===== config.mk =====
export PLATFORM = sky130hd
export DESIGN_NAME = spbo_top
export DESIGN_NICKNAME = d
export VERILOG_FILES = /design/src/spbo_pkg.sv /design/src/spbo_fifo.sv /design/src/spbo_top.sv
export SDC_FILE = /design/constraint.sdc
export NUM_CORES = 1
export LEC_CHECK = 0
export BUFFER_PORTS_ARGS = -buffer_cell sky130_fd_sc_hd__buf_2
export CORE_UTILIZATION = 55
export CTS_CLUSTER_DIAMETER = 150
export CTS_CLUSTER_SIZE = 28
export DETAILED_ROUTE_END_ITERATION = 12
export PLACE_DENSITY_LB_ADDON = 0.12
export SLEW_MARGIN = 20
export SYNTH_ARGS = -nofsm -noshare
export SYNTH_HDL_FRONTEND = slang
export SYNTH_SLANG_ARGS = --single-unit

===== constraint.sdc =====
create_clock -name sys_clk -period 3.6 [get_ports sys_clk]
set_input_delay 0.72 -clock sys_clk [delete_from_list [all_inputs] [get_ports sys_clk]]
set_output_delay 0.72 -clock sys_clk [all_outputs]
set_load 0.02 [all_outputs]

===== src/spbo_pkg.sv =====
// Constants for the serial port register front end
// Assumes an AXI4-Lite master on one clock, sys_clk at 250 MHz
package spbo_pkg;
  localparam logic [1:0]  BUS_REV2       = 2'h0;
  localparam logic [1:0]  BUS_REV3       = 2'h1;
  localparam logic [1:0]  BUS_REV4       = 2'h2;
  localparam int          DEPTH_DEFAULT  = 16;
  localparam int          DEPTH_INT_MAX  = 256;
  localparam logic [2:0]  PRIV_INIT      = 3'h2;
  localparam int          TMO_W_DEFAULT  = 4;
  localparam logic [8:0]  TMO_INIT       = 9'h008;
  localparam logic [3:0]  SYNC_STAGES    = 4'h2;
  localparam logic [1:0]  CLK_SINGLE     = 2'h1;
  localparam logic [1:0]  CLK_DUAL       = 2'h2;
  localparam logic [11:0] A_DATA         = 12'h000;
  localparam logic [11:0] A_XCVR         = 12'h004;
  localparam logic [11:0] A_PRIV         = 12'h008;
  localparam logic [11:0] A_TMO          = 12'h00C;
  localparam logic [11:0] A_STATUS       = 12'h010;
  localparam logic [11:0] A_CONFIG       = 12'h014;
  localparam int          XC_MODE_BIT    = 0;
  localparam int          XC_DRIVE_BIT   = 1;
  localparam int          XC_LISTEN_BIT  = 2;
  localparam logic [1:0]  RESP_OKAY      = 2'h0;
  localparam logic [1:0]  RESP_SLVERR    = 2'h2;
  localparam logic [8:0]  ADDR_MARK      = 9'h100;
endpackage : spbo_pkg


===== src/spbo_fifo.sv =====
// Nine-bit character FIFO with flop storage and registered read data
// Assumes one clock; pushes ignored when full, pops when empty
`timescale 1ns/10ps
module spbo_fifo #(
  parameter int W     = 9,
  parameter int DEPTH = 16
) (
  input  wire logic         sys_clk,
  input  wire logic         rst_n,
  input  wire logic         push,
  input  wire logic [W-1:0] push_data,
  input  wire logic         pop,
  output logic [W-1:0]      pop_data,
  output logic              full,
  output logic              empty
);
  localparam int AW = (DEPTH > 1) ? $clog2(DEPTH) : 1;
  typedef struct packed {
    logic [DEPTH-1:0][W-1:0] mem;
    logic [AW-1:0]           wp;
    logic [AW-1:0]           rp;
    logic [AW:0]             cnt;
    logic [W-1:0]            q;
  } spbo_fifo_t;
  spbo_fifo_t st;
  spbo_fifo_t next_st;
  logic do_push;
  logic do_pop;
  assign full    = (st.cnt == (AW+1)'(DEPTH));
  assign empty   = (st.cnt == '0);
  assign do_push = push && !full;
  assign do_pop  = pop && !empty;
  assign pop_data = st.q;
  function automatic logic [AW-1:0] bump(input logic [AW-1:0] p);
    bump = (p == AW'(DEPTH-1)) ? '0 : p + AW'(1);
  endfunction : bump
  always_comb begin
    next_st = st;
    if (do_push) begin
      next_st.mem[st.wp] = push_data;
      next_st.wp = bump(st.wp);
    end
    // Synchronous read port
    if (do_pop) begin
      next_st.q  = st.mem[st.rp];
      next_st.rp = bump(st.rp);
    end
    next_st.cnt = st.cnt + (AW+1)'(do_push) - (AW+1)'(do_pop);
  end
  always_ff @(posedge sys_clk or negedge rst_n) begin
    if (!rst_n) begin
      st <= '0;
    end else begin
      st <= next_st;
    end
  end
  chk_fifo_count_bound: assert property (@(posedge sys_clk) disable iff (!rst_n)
    st.cnt <= (AW+1)'(DEPTH)) else $error("fifo count over depth");
endmodule : spbo_fifo


===== src/spbo_top.sv =====
// Register front end of a configurable serial port: AXI4-Lite slave,
// stalls on empty receive or full transmit FIFO only with the timeout register, timeout error,
// privilege protection and two-wire transceiver enables.
// Assumes the serial engine drains tx and fills rx over plain strobes.
//
// The register offsets and register access over AXI4-Lite are this design's own decisions.
`timescale 1ns/10ps
module spbo_top
  import spbo_pkg::*;
#(
  parameter logic [1:0] BUS_VARIANT     = spbo_pkg::BUS_REV2,
  parameter int         FIFO_DEPTH      = spbo_pkg::DEPTH_DEFAULT,
  parameter bit         MEM_INTERNAL    = 1'b0,
  parameter bit         ERROR_REPLY     = 1'b0,
  parameter logic [2:0] PRIV_INITIAL    = spbo_pkg::PRIV_INIT,
  parameter bit         PRIV_FIXED      = 1'b0,
  parameter int         TMO_WIDTH       = (BUS_VARIANT != spbo_pkg::BUS_REV2 && ERROR_REPLY
                                          && FIFO_DEPTH != 0) ? spbo_pkg::TMO_W_DEFAULT : 0,
  parameter bit         TMO_FIXED       = 1'b0,
  parameter logic [8:0] TMO_START       = spbo_pkg::TMO_INIT,
  parameter bit         XCVR_OPTION     = 1'b0,
  parameter bit         DRIVE_POL       = 1'b1,
  parameter bit         LISTEN_POL      = 1'b1,
  parameter bit         NINE_BIT        = 1'b0,
  parameter int         DATA_W          = 32,
  parameter bit         IR_LP_TX        = 1'b0,
  parameter bit         IR_LP_RX        = 1'b0,
  parameter logic [1:0] CLOCK_SCHEME    = spbo_pkg::CLK_SINGLE,
  parameter logic [3:0] SYNC_DEPTH      = spbo_pkg::SYNC_STAGES,
  parameter bit         AUTO_FLOW       = 1'b0
) (
  input  wire logic        sys_clk,
  input  wire logic        rst_n,
  input  wire logic [11:0] s_axi_awaddr,
  input  wire logic [2:0]  s_axi_awprot,
  input  wire logic        s_axi_awvalid,
  output logic             s_axi_awready,
  input  wire logic [31:0] s_axi_wdata,
  input  wire logic [3:0]  s_axi_wstrb,
  input  wire logic        s_axi_wvalid,
  output logic             s_axi_wready,
  output logic [1:0]       s_axi_bresp,
  output logic             s_axi_bvalid,
  input  wire logic        s_axi_bready,
  input  wire logic [11:0] s_axi_araddr,
  input  wire logic [2:0]  s_axi_arprot,
  input  wire logic        s_axi_arvalid,
  output logic             s_axi_arready,
  output logic [31:0]      s_axi_rdata,
  output logic [1:0]       s_axi_rresp,
  output logic             s_axi_rvalid,
  input  wire logic        s_axi_rready,
  output logic [8:0]       tx_char,
  output logic             tx_char_valid,
  input  wire logic        tx_char_take,
  input  wire logic [8:0]  rx_char,
  input  wire logic        rx_char_valid,
  output logic             rx_fifo_full,
  output logic             tx_drive_out,
  output logic             rx_listen_out,
  output logic             xcvr_mode_on,
  output logic             serial_clk_needed,
  output logic             auto_flow_active
);
  localparam int  CW       = 9;
  localparam int  DEPTH    = (FIFO_DEPTH == 0) ? 1 : FIFO_DEPTH;
  localparam bit  ERR_ON   = ERROR_REPLY && (BUS_VARIANT != BUS_REV2);
  localparam bit  PRIV_ON  = ERR_ON && (BUS_VARIANT == BUS_REV4);
  localparam bit  TMO_REG  = ERR_ON && (TMO_WIDTH != 0) && (FIFO_DEPTH != 0);
  localparam logic [8:0] TMO_PERIOD = 9'(1 << TMO_WIDTH);
  localparam logic [DATA_W-1:0] DMASK = {DATA_W{1'b1}};

  initial begin
    if (FIFO_DEPTH != 0 && (FIFO_DEPTH < 16 || FIFO_DEPTH > 2048))
      $error("fifo depth out of range");
    if (MEM_INTERNAL && FIFO_DEPTH > DEPTH_INT_MAX)
      $error("internal memory needs depth of 256 or less");
    if (BUS_VARIANT > BUS_REV4)
      $error("bad bus variant");
    if (TMO_WIDTH != 0 && (TMO_WIDTH < 4 || TMO_WIDTH > 8))
      $error("bad timer width");
    if (DATA_W != 8 && DATA_W != 16 && DATA_W != 32)
      $error("bad data width");
    if ((IR_LP_TX || IR_LP_RX) && CLOCK_SCHEME == CLK_SINGLE)
      $error("low-power infrared needs dual clock");
    if (SYNC_DEPTH < 4'h2 || SYNC_DEPTH > 4'h4)
      $error("bad sync depth");
  end

  typedef enum logic [1:0] {ST_IDLE, ST_STALL, ST_RESP} spbo_phase_t;
  typedef struct packed {
    spbo_phase_t  wph;
    spbo_phase_t  rph;
    logic [11:0]  waddr;
    logic [2:0]   wprot;
    logic         whave_a;
    logic [31:0]  wdata;
    logic [3:0]   wstrb;
    logic         whave_d;
    logic [11:0]  raddr;
    logic [2:0]   rprot;
    logic [1:0]   bresp;
    logic [31:0]  rdata;
    logic [1:0]   rresp;
    logic         rdrain;
    logic [8:0]   tmo;
    logic [8:0]   wcnt;
    logic [8:0]   rcnt;
    logic [2:0]   priv;
    logic [2:0]   xcvr;
  } spbo_state_t;
  spbo_state_t st;
  spbo_state_t next_st;

  logic       txf_push;
  logic       txf_full;
  logic       txf_empty;
  logic       rxf_pop;
  logic       rxf_empty;
  logic [8:0] rxf_q;
  logic [8:0] tx_word;
  logic [8:0] tx_q;
  logic       tx_pop;

  function automatic logic priv_ok(input logic [2:0] lvl, input logic [2:0] prot);
    priv_ok = !PRIV_ON || ((lvl & ~prot) == 3'h0);
  endfunction : priv_ok
  function automatic logic is_prot(input logic [11:0] a);
    is_prot = (a == A_DATA) || (a == A_XCVR);
  endfunction : is_prot

  spbo_fifo #(.W(CW), .DEPTH(DEPTH)) u_txf (
    .sys_clk   (sys_clk),
    .rst_n     (rst_n),
    .push      (txf_push),
    .push_data (tx_word),
    .pop       (tx_pop),
    .pop_data  (tx_q),
    .full      (txf_full),
    .empty     (txf_empty)
  );
  spbo_fifo #(.W(CW), .DEPTH(DEPTH)) u_rxf (
    .sys_clk   (sys_clk),
    .rst_n     (rst_n),
    .push      (rx_char_valid),
    .push_data (rx_char),
    .pop       (rxf_pop),
    .pop_data  (rxf_q),
    .full      (rx_fifo_full),
    .empty     (rxf_empty)
  );

  // Ninth bit passes through, cleared without nine-bit option
  assign tx_word = NINE_BIT ? st.wdata[8:0] : {1'b0, st.wdata[7:0]};
  assign tx_pop        = tx_char_take && !txf_empty;
  assign tx_char_valid = !txf_empty;
  assign tx_char       = tx_q;

  logic w_go;
  logic w_data;
  logic w_allow;
  logic w_blocked;
  logic w_tmo;
  logic r_go;
  logic r_data;
  logic r_allow;
  logic r_blocked;
  logic r_tmo;
  always_comb begin
    w_go      = st.whave_a && st.whave_d && (st.wph != ST_RESP);
    w_data    = (st.waddr == A_DATA);
    w_allow   = !is_prot(st.waddr) || priv_ok(st.priv, st.wprot) || !ERR_ON;
    w_blocked = w_go && w_data && w_allow && txf_full;
    w_tmo     = w_blocked && (!TMO_REG || st.wcnt <= 9'h001);
    r_go      = (st.rph == ST_STALL);
    r_data    = (st.raddr == A_DATA);
    r_allow   = !is_prot(st.raddr) || priv_ok(st.priv, st.rprot) || !ERR_ON;
    r_blocked = r_go && r_data && r_allow && rxf_empty && !st.rdrain;
    r_tmo     = r_blocked && (!TMO_REG || st.rcnt <= 9'h001);
  end
  assign txf_push = w_go && w_data && w_allow && !txf_full && (st.wstrb[0] || DATA_W == 8);
  assign rxf_pop  = r_go && r_data && r_allow && !rxf_empty && !st.rdrain;

  always_comb begin
    next_st = st;
    // Write address and data taken in either order
    if (s_axi_awvalid && s_axi_awready) begin
      next_st.waddr   = s_axi_awaddr;
      next_st.wprot   = s_axi_awprot;
      next_st.whave_a = 1'b1;
      next_st.wcnt    = TMO_REG ? st.tmo : 9'h000;
    end
    if (s_axi_wvalid && s_axi_wready) begin
      next_st.wdata   = s_axi_wdata & 32'(DMASK);
      next_st.wstrb   = s_axi_wstrb;
      next_st.whave_d = 1'b1;
    end
    if (w_blocked && !w_tmo) begin
      next_st.wph  = ST_STALL;
      next_st.wcnt = st.wcnt - 9'h001;
    end else if (w_go) begin
      next_st.wph   = ST_RESP;
      next_st.bresp = RESP_OKAY;
      if ((!w_allow || w_tmo) && ERR_ON) begin
        next_st.bresp = RESP_SLVERR;
      end else if (w_allow) begin
        case (st.waddr)
          A_XCVR: begin
            if (st.wstrb[0]) next_st.xcvr = st.wdata[2:0];
          end
          A_PRIV: begin
            if (PRIV_ON && !PRIV_FIXED && st.wstrb[0]) next_st.priv = st.wdata[2:0];
          end
          A_TMO: begin
            if (TMO_REG && !TMO_FIXED) begin
              if (st.wstrb[0]) next_st.tmo[7:0] = st.wdata[7:0];
              if (st.wstrb[1]) next_st.tmo[8] = st.wdata[8];
              if (next_st.tmo > TMO_PERIOD) next_st.tmo = TMO_PERIOD;
            end
          end
          default: begin
          end
        endcase
      end
    end
    if (s_axi_bvalid && s_axi_bready) begin
      next_st.wph     = ST_IDLE;
      next_st.whave_a = 1'b0;
      next_st.whave_d = 1'b0;
    end
    // Read path: stall, then registered data
    if (s_axi_arvalid && s_axi_arready) begin
      next_st.raddr  = s_axi_araddr;
      next_st.rprot  = s_axi_arprot;
      next_st.rph    = ST_STALL;
      next_st.rdrain = 1'b0;
      next_st.rcnt   = TMO_REG ? st.tmo : 9'h000;
    end
    if (r_blocked && !r_tmo) begin
      next_st.rcnt = st.rcnt - 9'h001;
    end else if (r_go && r_data && r_allow && !r_blocked && !st.rdrain) begin
      next_st.rdrain = 1'b1;
    end else if (r_go) begin
      next_st.rph   = ST_RESP;
      next_st.rresp = RESP_OKAY;
      next_st.rdata = 32'h0000_0000;
      if ((!r_allow || r_tmo) && ERR_ON) begin
        next_st.rresp = RESP_SLVERR;
      end else begin
        case (st.raddr)
          A_DATA:   next_st.rdata = 32'(rxf_q);
          A_XCVR:   next_st.rdata = 32'(st.xcvr);
          A_PRIV:   next_st.rdata = 32'(st.priv);
          A_TMO:    next_st.rdata = 32'(st.tmo);
          A_STATUS: next_st.rdata = {28'h0000000, rx_fifo_full, rxf_empty, txf_full, txf_empty};
          A_CONFIG: next_st.rdata = {8'h00, 4'(TMO_WIDTH), SYNC_DEPTH, 4'(CLOCK_SCHEME),
                                     4'(BUS_VARIANT), 5'h00, MEM_INTERNAL, NINE_BIT, AUTO_FLOW};
          default:  next_st.rdata = 32'h0000_0000;
        endcase
        next_st.rdata = next_st.rdata & 32'(DMASK);
      end
    end
    if (s_axi_rvalid && s_axi_rready) begin
      next_st.rph = ST_IDLE;
    end
  end

  always_ff @(posedge sys_clk or negedge rst_n) begin
    if (!rst_n) begin
      st      <= '0;
      st.wph  <= ST_IDLE;
      st.rph  <= ST_IDLE;
      st.priv <= PRIV_ON ? PRIV_INITIAL : 3'h0;
      st.tmo  <= TMO_REG ? TMO_START : 9'h000;
    end else begin
      st <= next_st;
    end
  end

  assign s_axi_awready = !st.whave_a;
  assign s_axi_wready  = !st.whave_d;
  assign s_axi_bvalid  = (st.wph == ST_RESP);
  assign s_axi_bresp   = st.bresp;
  assign s_axi_arready = (st.rph == ST_IDLE);
  assign s_axi_rvalid  = (st.rph == ST_RESP);
  assign s_axi_rresp   = st.rresp;
  assign s_axi_rdata   = st.rdata;

  // Transceiver enables at their configured polarity
  assign xcvr_mode_on  = XCVR_OPTION && st.xcvr[XC_MODE_BIT];
  assign tx_drive_out  = XCVR_OPTION ? (st.xcvr[XC_DRIVE_BIT] ~^ DRIVE_POL) : 1'b0;
  assign rx_listen_out = XCVR_OPTION ? (st.xcvr[XC_LISTEN_BIT] ~^ LISTEN_POL) : 1'b0;
  assign serial_clk_needed = IR_LP_TX || IR_LP_RX || (CLOCK_SCHEME == CLK_DUAL);
  assign auto_flow_active  = AUTO_FLOW && (FIFO_DEPTH != 0);

  chk_stall_needs_full: assert property (@(posedge sys_clk) disable iff (!rst_n)
    (st.wph == ST_STALL && !s_axi_bvalid) |-> $past(txf_full))
    else $error("write stalled without full fifo");
  chk_tmo_slverr: assert property (@(posedge sys_clk) disable iff (!rst_n)
    (w_tmo && ERR_ON) |=> (s_axi_bvalid && s_axi_bresp == RESP_SLVERR))
    else $error("write timeout without error");
  chk_no_err_off: assert property (@(posedge sys_clk) disable iff (!rst_n)
    !ERR_ON |-> (s_axi_bresp != RESP_SLVERR && s_axi_rresp != RESP_SLVERR))
    else $error("error reply while disabled");
  chk_priv_write_keep: assert property (@(posedge sys_clk) disable iff (!rst_n)
    (w_go && !w_allow && ERR_ON) |=> ($stable(st.xcvr) && s_axi_bresp == RESP_SLVERR))
    else $error("protected write took effect");
  chk_priv_fixed_hold: assert property (@(posedge sys_clk) disable iff (!rst_n)
    (PRIV_FIXED || !PRIV_ON) |-> (st.priv == (PRIV_ON ? PRIV_INITIAL : 3'h0)))
    else $error("fixed privilege changed");
  chk_tmo_fixed_hold: assert property (@(posedge sys_clk) disable iff (!rst_n)
    (TMO_FIXED || !TMO_REG) |-> (st.tmo == (TMO_REG ? TMO_START : 9'h000)))
    else $error("fixed timer changed");
  chk_stall_restart: assert property (@(posedge sys_clk) disable iff (!rst_n)
    (s_axi_arvalid && s_axi_arready) |=> (st.rcnt == (TMO_REG ? $past(st.tmo) : 9'h000)))
    else $error("stall timer not restarted");
  chk_zero_tmo_now: assert property (@(posedge sys_clk) disable iff (!rst_n)
    (!TMO_REG && r_blocked) |=> s_axi_rvalid)
    else $error("zero width did not time out");
  chk_drive_pol: assert property (@(posedge sys_clk) disable iff (!rst_n)
    XCVR_OPTION |-> (tx_drive_out == (st.xcvr[XC_DRIVE_BIT] ~^ DRIVE_POL)))
    else $error("drive polarity wrong");
  chk_rdata_mask: assert property (@(posedge sys_clk) disable iff (!rst_n)
    s_axi_rvalid |-> ((s_axi_rdata & ~32'(DMASK)) == 32'h0))
    else $error("unused data bits set");
  chk_drain_answer: assert property (@(posedge sys_clk) disable iff (!rst_n)
    (r_go && st.rdrain) |=> s_axi_rvalid)
    else $error("popped read did not answer");
  chk_tmo_range: assert property (@(posedge sys_clk) disable iff (!rst_n)
    TMO_REG |-> (st.tmo <= TMO_PERIOD))
    else $error("timer value above period");
  chk_wstall_restart: assert property (@(posedge sys_clk) disable iff (!rst_n)
    (s_axi_awvalid && s_axi_awready) |=> (st.wcnt == (TMO_REG ? $past(st.tmo) : 9'h000)))
    else $error("write stall timer not restarted");
  cov_priv_reject: cover property (@(posedge sys_clk) disable iff (!rst_n)
    w_go && !w_allow ##1 s_axi_bvalid);
  cov_write_stall: cover property (@(posedge sys_clk) disable iff (!rst_n)
    st.wph == ST_STALL ##1 s_axi_bvalid);
  cov_read_data: cover property (@(posedge sys_clk) disable iff (!rst_n)
    rxf_pop ##[1:3] s_axi_rvalid);
  cov_read_tmo: cover property (@(posedge sys_clk) disable iff (!rst_n)
    r_tmo ##1 s_axi_rvalid);
endmodule : spbo_top


==> results.txt, run 1 <==
----------------------------------------------------
[Worst setup path]
  Crit path buffers/inverters ... 4
  Worst path cell trace ... inv_1 > ha_1 > or4b_1 > and2_1 > ha_1 > inv_1 > ha_1 > inv_1 > fa_1 > inv_1 > a21oi_1 > o21bai_1 > xnor2_1
  Worst-path cell with the longest stage delay ... sky130_fd_sc_hd__or4b_1
  Slack of the worst reg-to-reg path ... 690 ps
  Endpoint of the worst-slack reg-to-reg timing path ... u_txf.st[13]
  Path depth of the worst reg2reg path ... 13
  Endpoint arrival time on the critical path ... 3360 ps
  Startpoint of the most critical register-to-register path ... u_txf.st[12]
  Cell repeated most along the worst path ... sky130_fd_sc_hd__inv_1
  Cell family contributing the most delay on the critical path ... adder cells
  Highest cell delay on the worst timing path ... 590 ps
  Sort of element at the start of the critical path ... register
  Required time at the worst-slack endpoint ... 4050 ps
  Critical Path Fanout Max ... 5
  Setup Crit Path Kind ... register to register
  CP endpoint kind ... register

[Final layout]
  Sequential cell area in the final layout ... 9186 sq um
  Synth-to-Final Area Change ... 6.175%
  Ant diodes ... 0
  Final-layout fill cell count ... 2471
  Footprint of the multi-input gates ... 7325 sq um
  Proportion of layout cells with a drive suffix above 1 ... 45.37%
  Leading cell type in the layout, fill and taps excluded ... sky130_fd_sc_hd__dfrtp_1
  Final std cells w/o fill ... 1595
  Net count, final ... 1306
  Most frequent cells in the layout ... sky130_fd_sc_hd__dfrtp_1 (365), sky130_fd_sc_hd__mux2_2 (325), sky130_fd_sc_hd__buf_2 (75)

[Synthesis]
  Yosys Warn Count ... 0
  Number of instances in the synthesized netlist ... 1163
  Average size of a mapped cell ... 14.77 sq um
  Number of flops mapped to enable cells by yosys ... 0
  Register area share after synthesis ... 53.45%
  Post-synthesis instance area ... 17180 sq um
  Top FF cell, synth ... sky130_fd_sc_hd__dfrtp_1
  Post-synth top area share ... 53.45%
  Yosys cell types ... 52
  Dominant cell type by area after synthesis ... sky130_fd_sc_hd__dfrtp_1
  Flops & latches, synth ... 367
  Proportion of register bits with asynchronous set or reset after synthesis ... 100.0%
  Ranking of synthesized cells by area ... sky130_fd_sc_hd__dfrtp_1 (53%), sky130_fd_sc_hd__mux2_2 (21%), sky130_fd_sc_hd__mux4_2 (8.9%)

[STA]
  RSZ-0062 raised after global routing ... false
  Number of pins with negative max-slew slack in the final report ... 0
  Slack of the critical path ... 692.6 ps
  Timing-limited maximum frequency ... 344.0 MHz
  Worst-case clock skew ... 31.59 ps
  Number of failing setup endpoints in the final timing report ... 0
  Tightest Pin Transition ... 1038 ps
  Fin Setup TNS ... 0 ps
  Final Critical Period ... 2907 ps
  Slew HR ... 30.82%
  Endpoints failing hold ... 0
  Crit share post-route ... 80.76%

[Power and ir drop]
  Overall power consumption ... 11590 uW
  Net switching component of the power ... 3701 uW
  Pwr dens ... 635.4 nW/um^2
  Clock share of power ... 18.7%
  Power Internal ... 7891 uW
  Part of the power in combinational logic ... 27.7%
  Switching share of total power ... 31.93%
  Maximum resistive drop on vdd ... 0.4851 mV
  Static leakage ... 0.008531 uW
  Reg power frac ... 53.6%

[Placed design]
  Detailed Place HPWL ... 22.68 mm
  Number of placed instances, taps included ... 1575
  Routability Congestion ... 0.7637
  IO buf count ... 76
  Worst setup timing slack at the placement stage ... 685.4 ps

[Clock network]
  Number of hold buffers added after cts ... 0
  Post-CTS setup buffer count ... 0
  CTS resizes ... 0
  Root buffer selected by CTS ... sky130_fd_sc_hd__clkbuf_16
  TritonCTS sink count ... 367
  Number of buffers on the longest clock path ... 3
  Insertion delay of the later-clocked pin in the worst-skew pair ... 520 ps
  Num CTS Buffers ... 17
  Maximum level of the CTS H-tree ... 1
  TritonCTS clock tree ... built
  Clock slew seen by the registers of the worst setup and hold paths ... 100 ps

[Route]
  Routed wirelength normalized by instance count ... 21.08 um
  Routed WL ... 33.63 mm
  Via count ... 9262
  Number of routed nets with antenna violations ... 0
  Initial DRC Count ... 467
  Total DRC errors in the routed layout ... 0
  Number of vias per cell ... 5.807
  Detailed-routing iteration count for the pre-antenna-repair pass ... 4

[Status]
  Run status ... complete, no violations

[Floorplan]
  Number of placement rows ... 64
  Effective utilization at floorplan ... 56.03%
  Floorplan Core Area ... 30670 sq um
  Die area ... 31950 sq um
  Chip Height ... 178.8 um
  Die Wd ... 178.8 um
  Count of pins on the block boundary ... 141

[Global routing]
  Met1 usage in global routing ... 30.05%
  Initial antenna violation count ... 0
  GRT Resource Usage Total ... 22.07%
  Global-route met3 utilization ... 2.205%
  First-pass GRT wire length ... 54.33 mm
  Largest net degree at the start of global routing ... 75
  Met2 track demand over resource in global routing ... 38.78%
  Via count of the first global-routing pass ... 9620
  Highest-utilization routing layer at the global route stage ... met2
  Grt total ovfl ... 0

[Hold path]
  Hold Crit Class ... primary input to async pin

[Run]
  Number of maximum-capacitance constraint violations ... 0

----------------------------------------------------
-- area by class of cell --
cell class	instances	area share (%)
Clock buffer	19	2.373
Clock inverter	1	0.1646
Inverter	33	0.6790
Multi-Input combinational cell	675	40.15
Sequential cell	367	50.35
Tap cell	396	2.716
Timing Repair Buffer	104	3.566
-- cell usage after synthesis (all sizes together), types with 2 or more instances --
library cell  number
a21oi             19
nor3b              2
a31oi              2
nor2              23
ha                22
and4bb             2
or4b               2
nor3               2
or3                2
buf               76
nor4bb             3
mux2             330
xor2               4
and2               3
mux2i             23
o22ai              9
o21ai             15
nand3             10
nor4b              2
o221ai             9
nor2b             13
a2bb2oi            2
nor4               4
nand2             19
dfrtp            367
inv               33
clkbuf            42
fa                 2
nand4             22
a211oi             8
mux4              68
a21o               4
xnor2              8
-- how the worst max path moves through the flow --
stage	from	endpoint	slack, ps	cells past startpoint
floorplan	u_txf.st[12]	u_txf.st[13]	620	15
global placement	u_txf.st[12]	u_txf.st[13]	750	13
detailed placement	u_txf.st[12]	u_txf.st[13]	690	13
CTS	u_txf.st[12]	u_txf.st[13]	670	13
global route	u_rxf.st[12]	u_rxf.st[13]	460	14
finish	u_txf.st[12]	u_txf.st[13]	690	13
-- power groups by stage --
| stage | Sequential [uW] | Combinational [uW] | Clock [uW] |
|---|---|---|---|
| 5_1_grt | 6410 | 3540 | 2400 |
| 2_1_floorplan | 5750 | 2890 | 0 |
| 6_report | 6210 | 3210 | 2170 |
| 3_5_place_dp | 6310 | 3260 | 0 |
| 4_1_cts | 6220 | 3270 | 2260 |
| 3_3_place_gp | 6270 | 3160 | 0 |
-- cell families (layout without fill, tap and decap cells) --
| family | count (synthesis) | in the layout | share of synthesized area [%] |
|---|---|---|---|
| muxes | 421 | 421 | 31.88 |
| and+or+nand+nor | 112 | 112 | 4.733 |
| DFF | 367 | 367 | 53.45 |
| xor gates and xnor gates | 12 | 12 | 0.6117 |
| buffers and inverters | 151 | 157 | 4.624 |
| adders and majority gates | 24 | 24 | 1.835 |
| AOI/OAI and AO/OA | 75 | 75 | 2.847 |
| other | 1 | 31 | 0.02182 |
-- stage by stage --
step	utilization, %	hold slack, ps	cell area [sq um]
global placement	57.98	465.7	17780
detailed placement	57.98	473.6	17780
floorplan	-	424.4	17300
global route	59.49	185.9	18240
finish	59.49	147.4	18240
CTS	59.49	166.3	18240
-- metal layers --
| metal | up-vias | share of wire [%] |
|---|---|---|
| li1 | 4221 | - |
| met1 | 4902 | 44 |
| met2 | 110 | 52 |
| met3 | 29 | 2.6 |
| met4 | 0 | 1.5 |
| met5 | - | 0 |
-- sequential cells by signal, summed over array words and instances, names as in the netlist --
register,cells
u_rxf.st,157
u_txf.st,141
st,42
s_axi_rdata,10
u_rxf.pop_data,9
u_txf.pop_data,8
No activity file was read; power rests on OpenSTA's default activity.
==> inputs of run 2 (changes only) <==
--- a/config.mk
+++ b/config.mk
@@ -6,7 +6,7 @@
 export NUM_CORES = 1
 export LEC_CHECK = 0
 export BUFFER_PORTS_ARGS = -buffer_cell sky130_fd_sc_hd__buf_2
-export CORE_UTILIZATION = 55
+export CORE_UTILIZATION = 54
 export CTS_CLUSTER_DIAMETER = 150
 export CTS_CLUSTER_SIZE = 28
 export DETAILED_ROUTE_END_ITERATION = 12
==> constraint.sdc (replaced) <==
create_clock -name sys_clk -period 2.55 [get_ports sys_clk]
set_input_delay 0.51 -clock sys_clk [delete_from_list [all_inputs] [get_ports sys_clk]]
set_output_delay 0.51 -clock sys_clk [all_outputs]
set_load 0.02 [all_outputs]
==> results.txt, run 2 (same netlist as run 1, synthesis figures left out) <==
----------------------------------------------------
[Status]
  Run status ... complete, no violations

[Floorplan]
  Die area ... 32540 sq um (+1.8%)
  Count of pins on the block boundary ... 141 (unchanged)
  Effective utilization at floorplan ... 55.59% (-0.44 points)
  Die Wd ... 180.4 um (+0.91%)
  Chip Height ... 180.4 um (+0.91%)
  Number of placement rows ... 64 (unchanged)
  Floorplan Core Area ... 30910 sq um (+0.78%)

[Hold path]
  Startpoint of the tightest hold check path ... s_axi_bready
  Worst hold endpoint ... st[122]
  Hold Crit Class ... primary input to register
  Hold depth ... 2

[Worst setup path]
  Worst path cell trace ... inv_2 > ha_4 > nor4b_4 > or4b_4 > nor2_4 > ha_4 > inv_2 > ha_4 > fa_2 > a21oi_2 > nor2_2 > nor2_4 > xnor2_1
  Highest cell delay on the worst timing path ... 510 ps (-80 ps)
  Required time at the worst-slack endpoint ... 3010 ps (-1040 ps)
  Worst-path cell with the longest stage delay ... sky130_fd_sc_hd__or4b_4
  Setup Crit Path Kind ... register to register
  Sort of element at the start of the critical path ... register
  Critical Path Fanout Max ... 2 (-3)
  Slack of the worst reg-to-reg path ... 1 ps (-690 ps)
  Endpoint of the worst-slack reg-to-reg timing path ... u_rxf.st[13]
  Startpoint of the most critical register-to-register path ... u_rxf.st[11]
  Endpoint arrival time on the critical path ... 3000 ps (-360 ps)
  CP endpoint kind ... register
  Path depth of the worst reg2reg path ... 13 (unchanged)
  Cell repeated most along the worst path ... sky130_fd_sc_hd__ha_4

[STA]
  Tightest Pin Transition ... 874.3 ps (-163.4 ps)
  Fin Setup TNS ... 0 ps (unchanged)
  Crit share post-route ... 99.94% (+19 points)
  Endpoints failing hold ... 0 (unchanged)
  Worst-case clock skew ... 33.78 ps (+2.190 ps)
  Final Critical Period ... 2549 ps (-358.9 ps)
  Number of failing setup endpoints in the final timing report ... 0 (unchanged)
  Slack of the critical path ... 1.478 ps (-691.1 ps)
  RSZ-0062 raised after global routing ... true
  Timing-limited maximum frequency ... 392.4 MHz (+14%)
  Slew HR ... 41.71% (+11 points)
  Number of pins with negative max-slew slack in the final report ... 0 (unchanged)

[Clock network]
  Root buffer selected by CTS ... sky130_fd_sc_hd__clkbuf_16
  Number of buffers on the longest clock path ... 3 (unchanged)
  Insertion delay of the later-clocked pin in the worst-skew pair ... 530 ps (about the same)
  Clock slew seen by the registers of the worst setup and hold paths ... 110 ps (about the same)
  Num CTS Buffers ... 17 (unchanged)
  TritonCTS sink count ... 367 (unchanged)
  TritonCTS clock tree ... built
  Maximum level of the CTS H-tree ... 1 (unchanged)

[Route]
  Initial DRC Count ... 471 (+0.86%)
  Total DRC errors in the routed layout ... 0 (unchanged)
  Routed WL ... 34.95 mm (+3.9%)
  Routed wirelength normalized by instance count ... 21.34 um (+1.2%)
  Detailed-routing iteration count for the pre-antenna-repair pass ... 4 (unchanged)
  Number of vias per cell ... 5.892 (+1.5%)
  Number of routed nets with antenna violations ... 0 (unchanged)
  Via count ... 9651 (+4.2%)

[Final layout]
  Final std cells w/o fill ... 1638 (+2.7%)
  Ant diodes ... 0 (unchanged)
  Number of flip-flops under the largest register name ... 157 (unchanged)
  Final Core Density ... 60.83% (+1.3 points)
  Net count, final ... 1349 (+3.3%)
  Synth-to-Final Area Change ... 9.430%
  Leading cell type in the layout, fill and taps excluded ... sky130_fd_sc_hd__dfrtp_1
  Reg with most FFs ... u_rxf.st
  Proportion of layout cells with a drive suffix above 1 ... 49.44% (+4.1 points)
  Registers with the highest flip-flop counts ... u_rxf.st x157, u_txf.st x141, st x42
  Most frequent cells in the layout ... sky130_fd_sc_hd__dfrtp_1 (365), sky130_fd_sc_hd__mux2_2 (325), sky130_fd_sc_hd__buf_2 (75)

[Global routing]
  Largest net degree at the start of global routing ... 64 (-15%)
  Via count of the first global-routing pass ... 9995 (+3.9%)
  GRT Resource Usage Total ... 22.18% (+0.11 points)
  First-pass GRT wire length ... 56.32 mm (+3.7%)
  Initial antenna violation count ... 0 (unchanged)
  Grt total ovfl ... 0 (unchanged)

[Placed design]
  Worst setup timing slack at the placement stage ... -127.4 ps (-812.8 ps)
  Routability Congestion ... 0.7865 (+3.0%)
  IO buf count ... 76 (unchanged)
  Number of placed instances, taps included ... 1597 (+1.4%)
  Detailed Place HPWL ... 23.22 mm (+2.4%)

[Power and ir drop]
  Overall power consumption ... 17110 uW (+48%)
  Pwr dens ... 910.0 nW/um^2 (+43%)
  Maximum resistive drop on vdd ... 0.8582 mV (+77%)
  Static leakage ... 0.008758 uW (+2.7%)

[Run]
  Number of maximum-capacitance constraint violations ... 0 (unchanged)

----------------------------------------------------
run 2: cell types whose count changed in the layout (fill, tap and decap cells not counted), sizes merged:
| cell | delta |
|---|---|
| buf | +42 |
| dlygate4sd3 | +1 |
run 2: metrics by stage:
| step | hold WS (ps) | instance area, sq um |
|---|---|---|
| detailed placement | 478.1 | 18060 |
| global route | 176.7 | 18800 |
| CTS | 167.9 | 18700 |
| finish | 192.6 | 18800 |
| global placement | 466.3 | 18060 |
| floorplan | 214.4 | 17360 |
run 2: cell type report:
cell class,instances,area (sq um)
Clock buffer,19,432.9
Clock inverter,1,30.03
Fill cell,2386,12110
Inverter,33,123.9
Multi-Input combinational cell,675,7483
Sequential cell,367,9186
Tap cell,396,495.5
Timing Repair Buffer,147,1051
run 2: how the worst max path moves through the flow:
| stage | to | start | depth (start not counted) | slack, ps |
|---|---|---|---|---|
| floorplan | u_txf.st[13] | u_txf.st[12] | 15 | -170 |
| global placement | u_rxf.st[13] | u_rxf.st[11] | 13 | -70 |
| detailed placement | u_rxf.st[13] | u_rxf.st[11] | 13 | -130 |
| CTS | u_rxf.st[13] | u_rxf.st[12] | 13 | -130 |
| global route | u_rxf.st[13] | u_rxf.st[11] | 13 | -100 |
| finish | u_rxf.st[13] | u_rxf.st[11] | 13 | 1 |
run 2: worst max-delay path: cells and delay by family, from the launching register on:
family | cells | cell delay, ps
fa+ha+maj | 4 | 800
flops | 1 | 390
buf+inv | 2 | 100
xor+xnor | 1 | 120
compound gates | 1 | 150
simple gates | 5 | 910
run 2: repair_timing:
action	4_1_cts	5_1_grt
pin swaps	10	13
setup endpoints to repair	8	11
setup buffers	16	6
endpoints found under the hold margin	55	0
hold buffers	1	0
gates resized for setup	12	14
run 2: power breakdown:
group          internal, uW  switching, uW  leakage (uW)
Combinational          2990           2350       0.00375
Clock                  1250           1810      0.000223
Sequential             7380           1330       0.00478
Total                 11600           5490       0.00876
run 2: routing by layer:
layer,track usage (%),wire [um],vias to the layer above
li1,-,-,4333
met3,2.183,819,31
met2,39.38,17950,141
met4,4.205,573,0
met5,0,0,-
met1,29.91,15600,5146
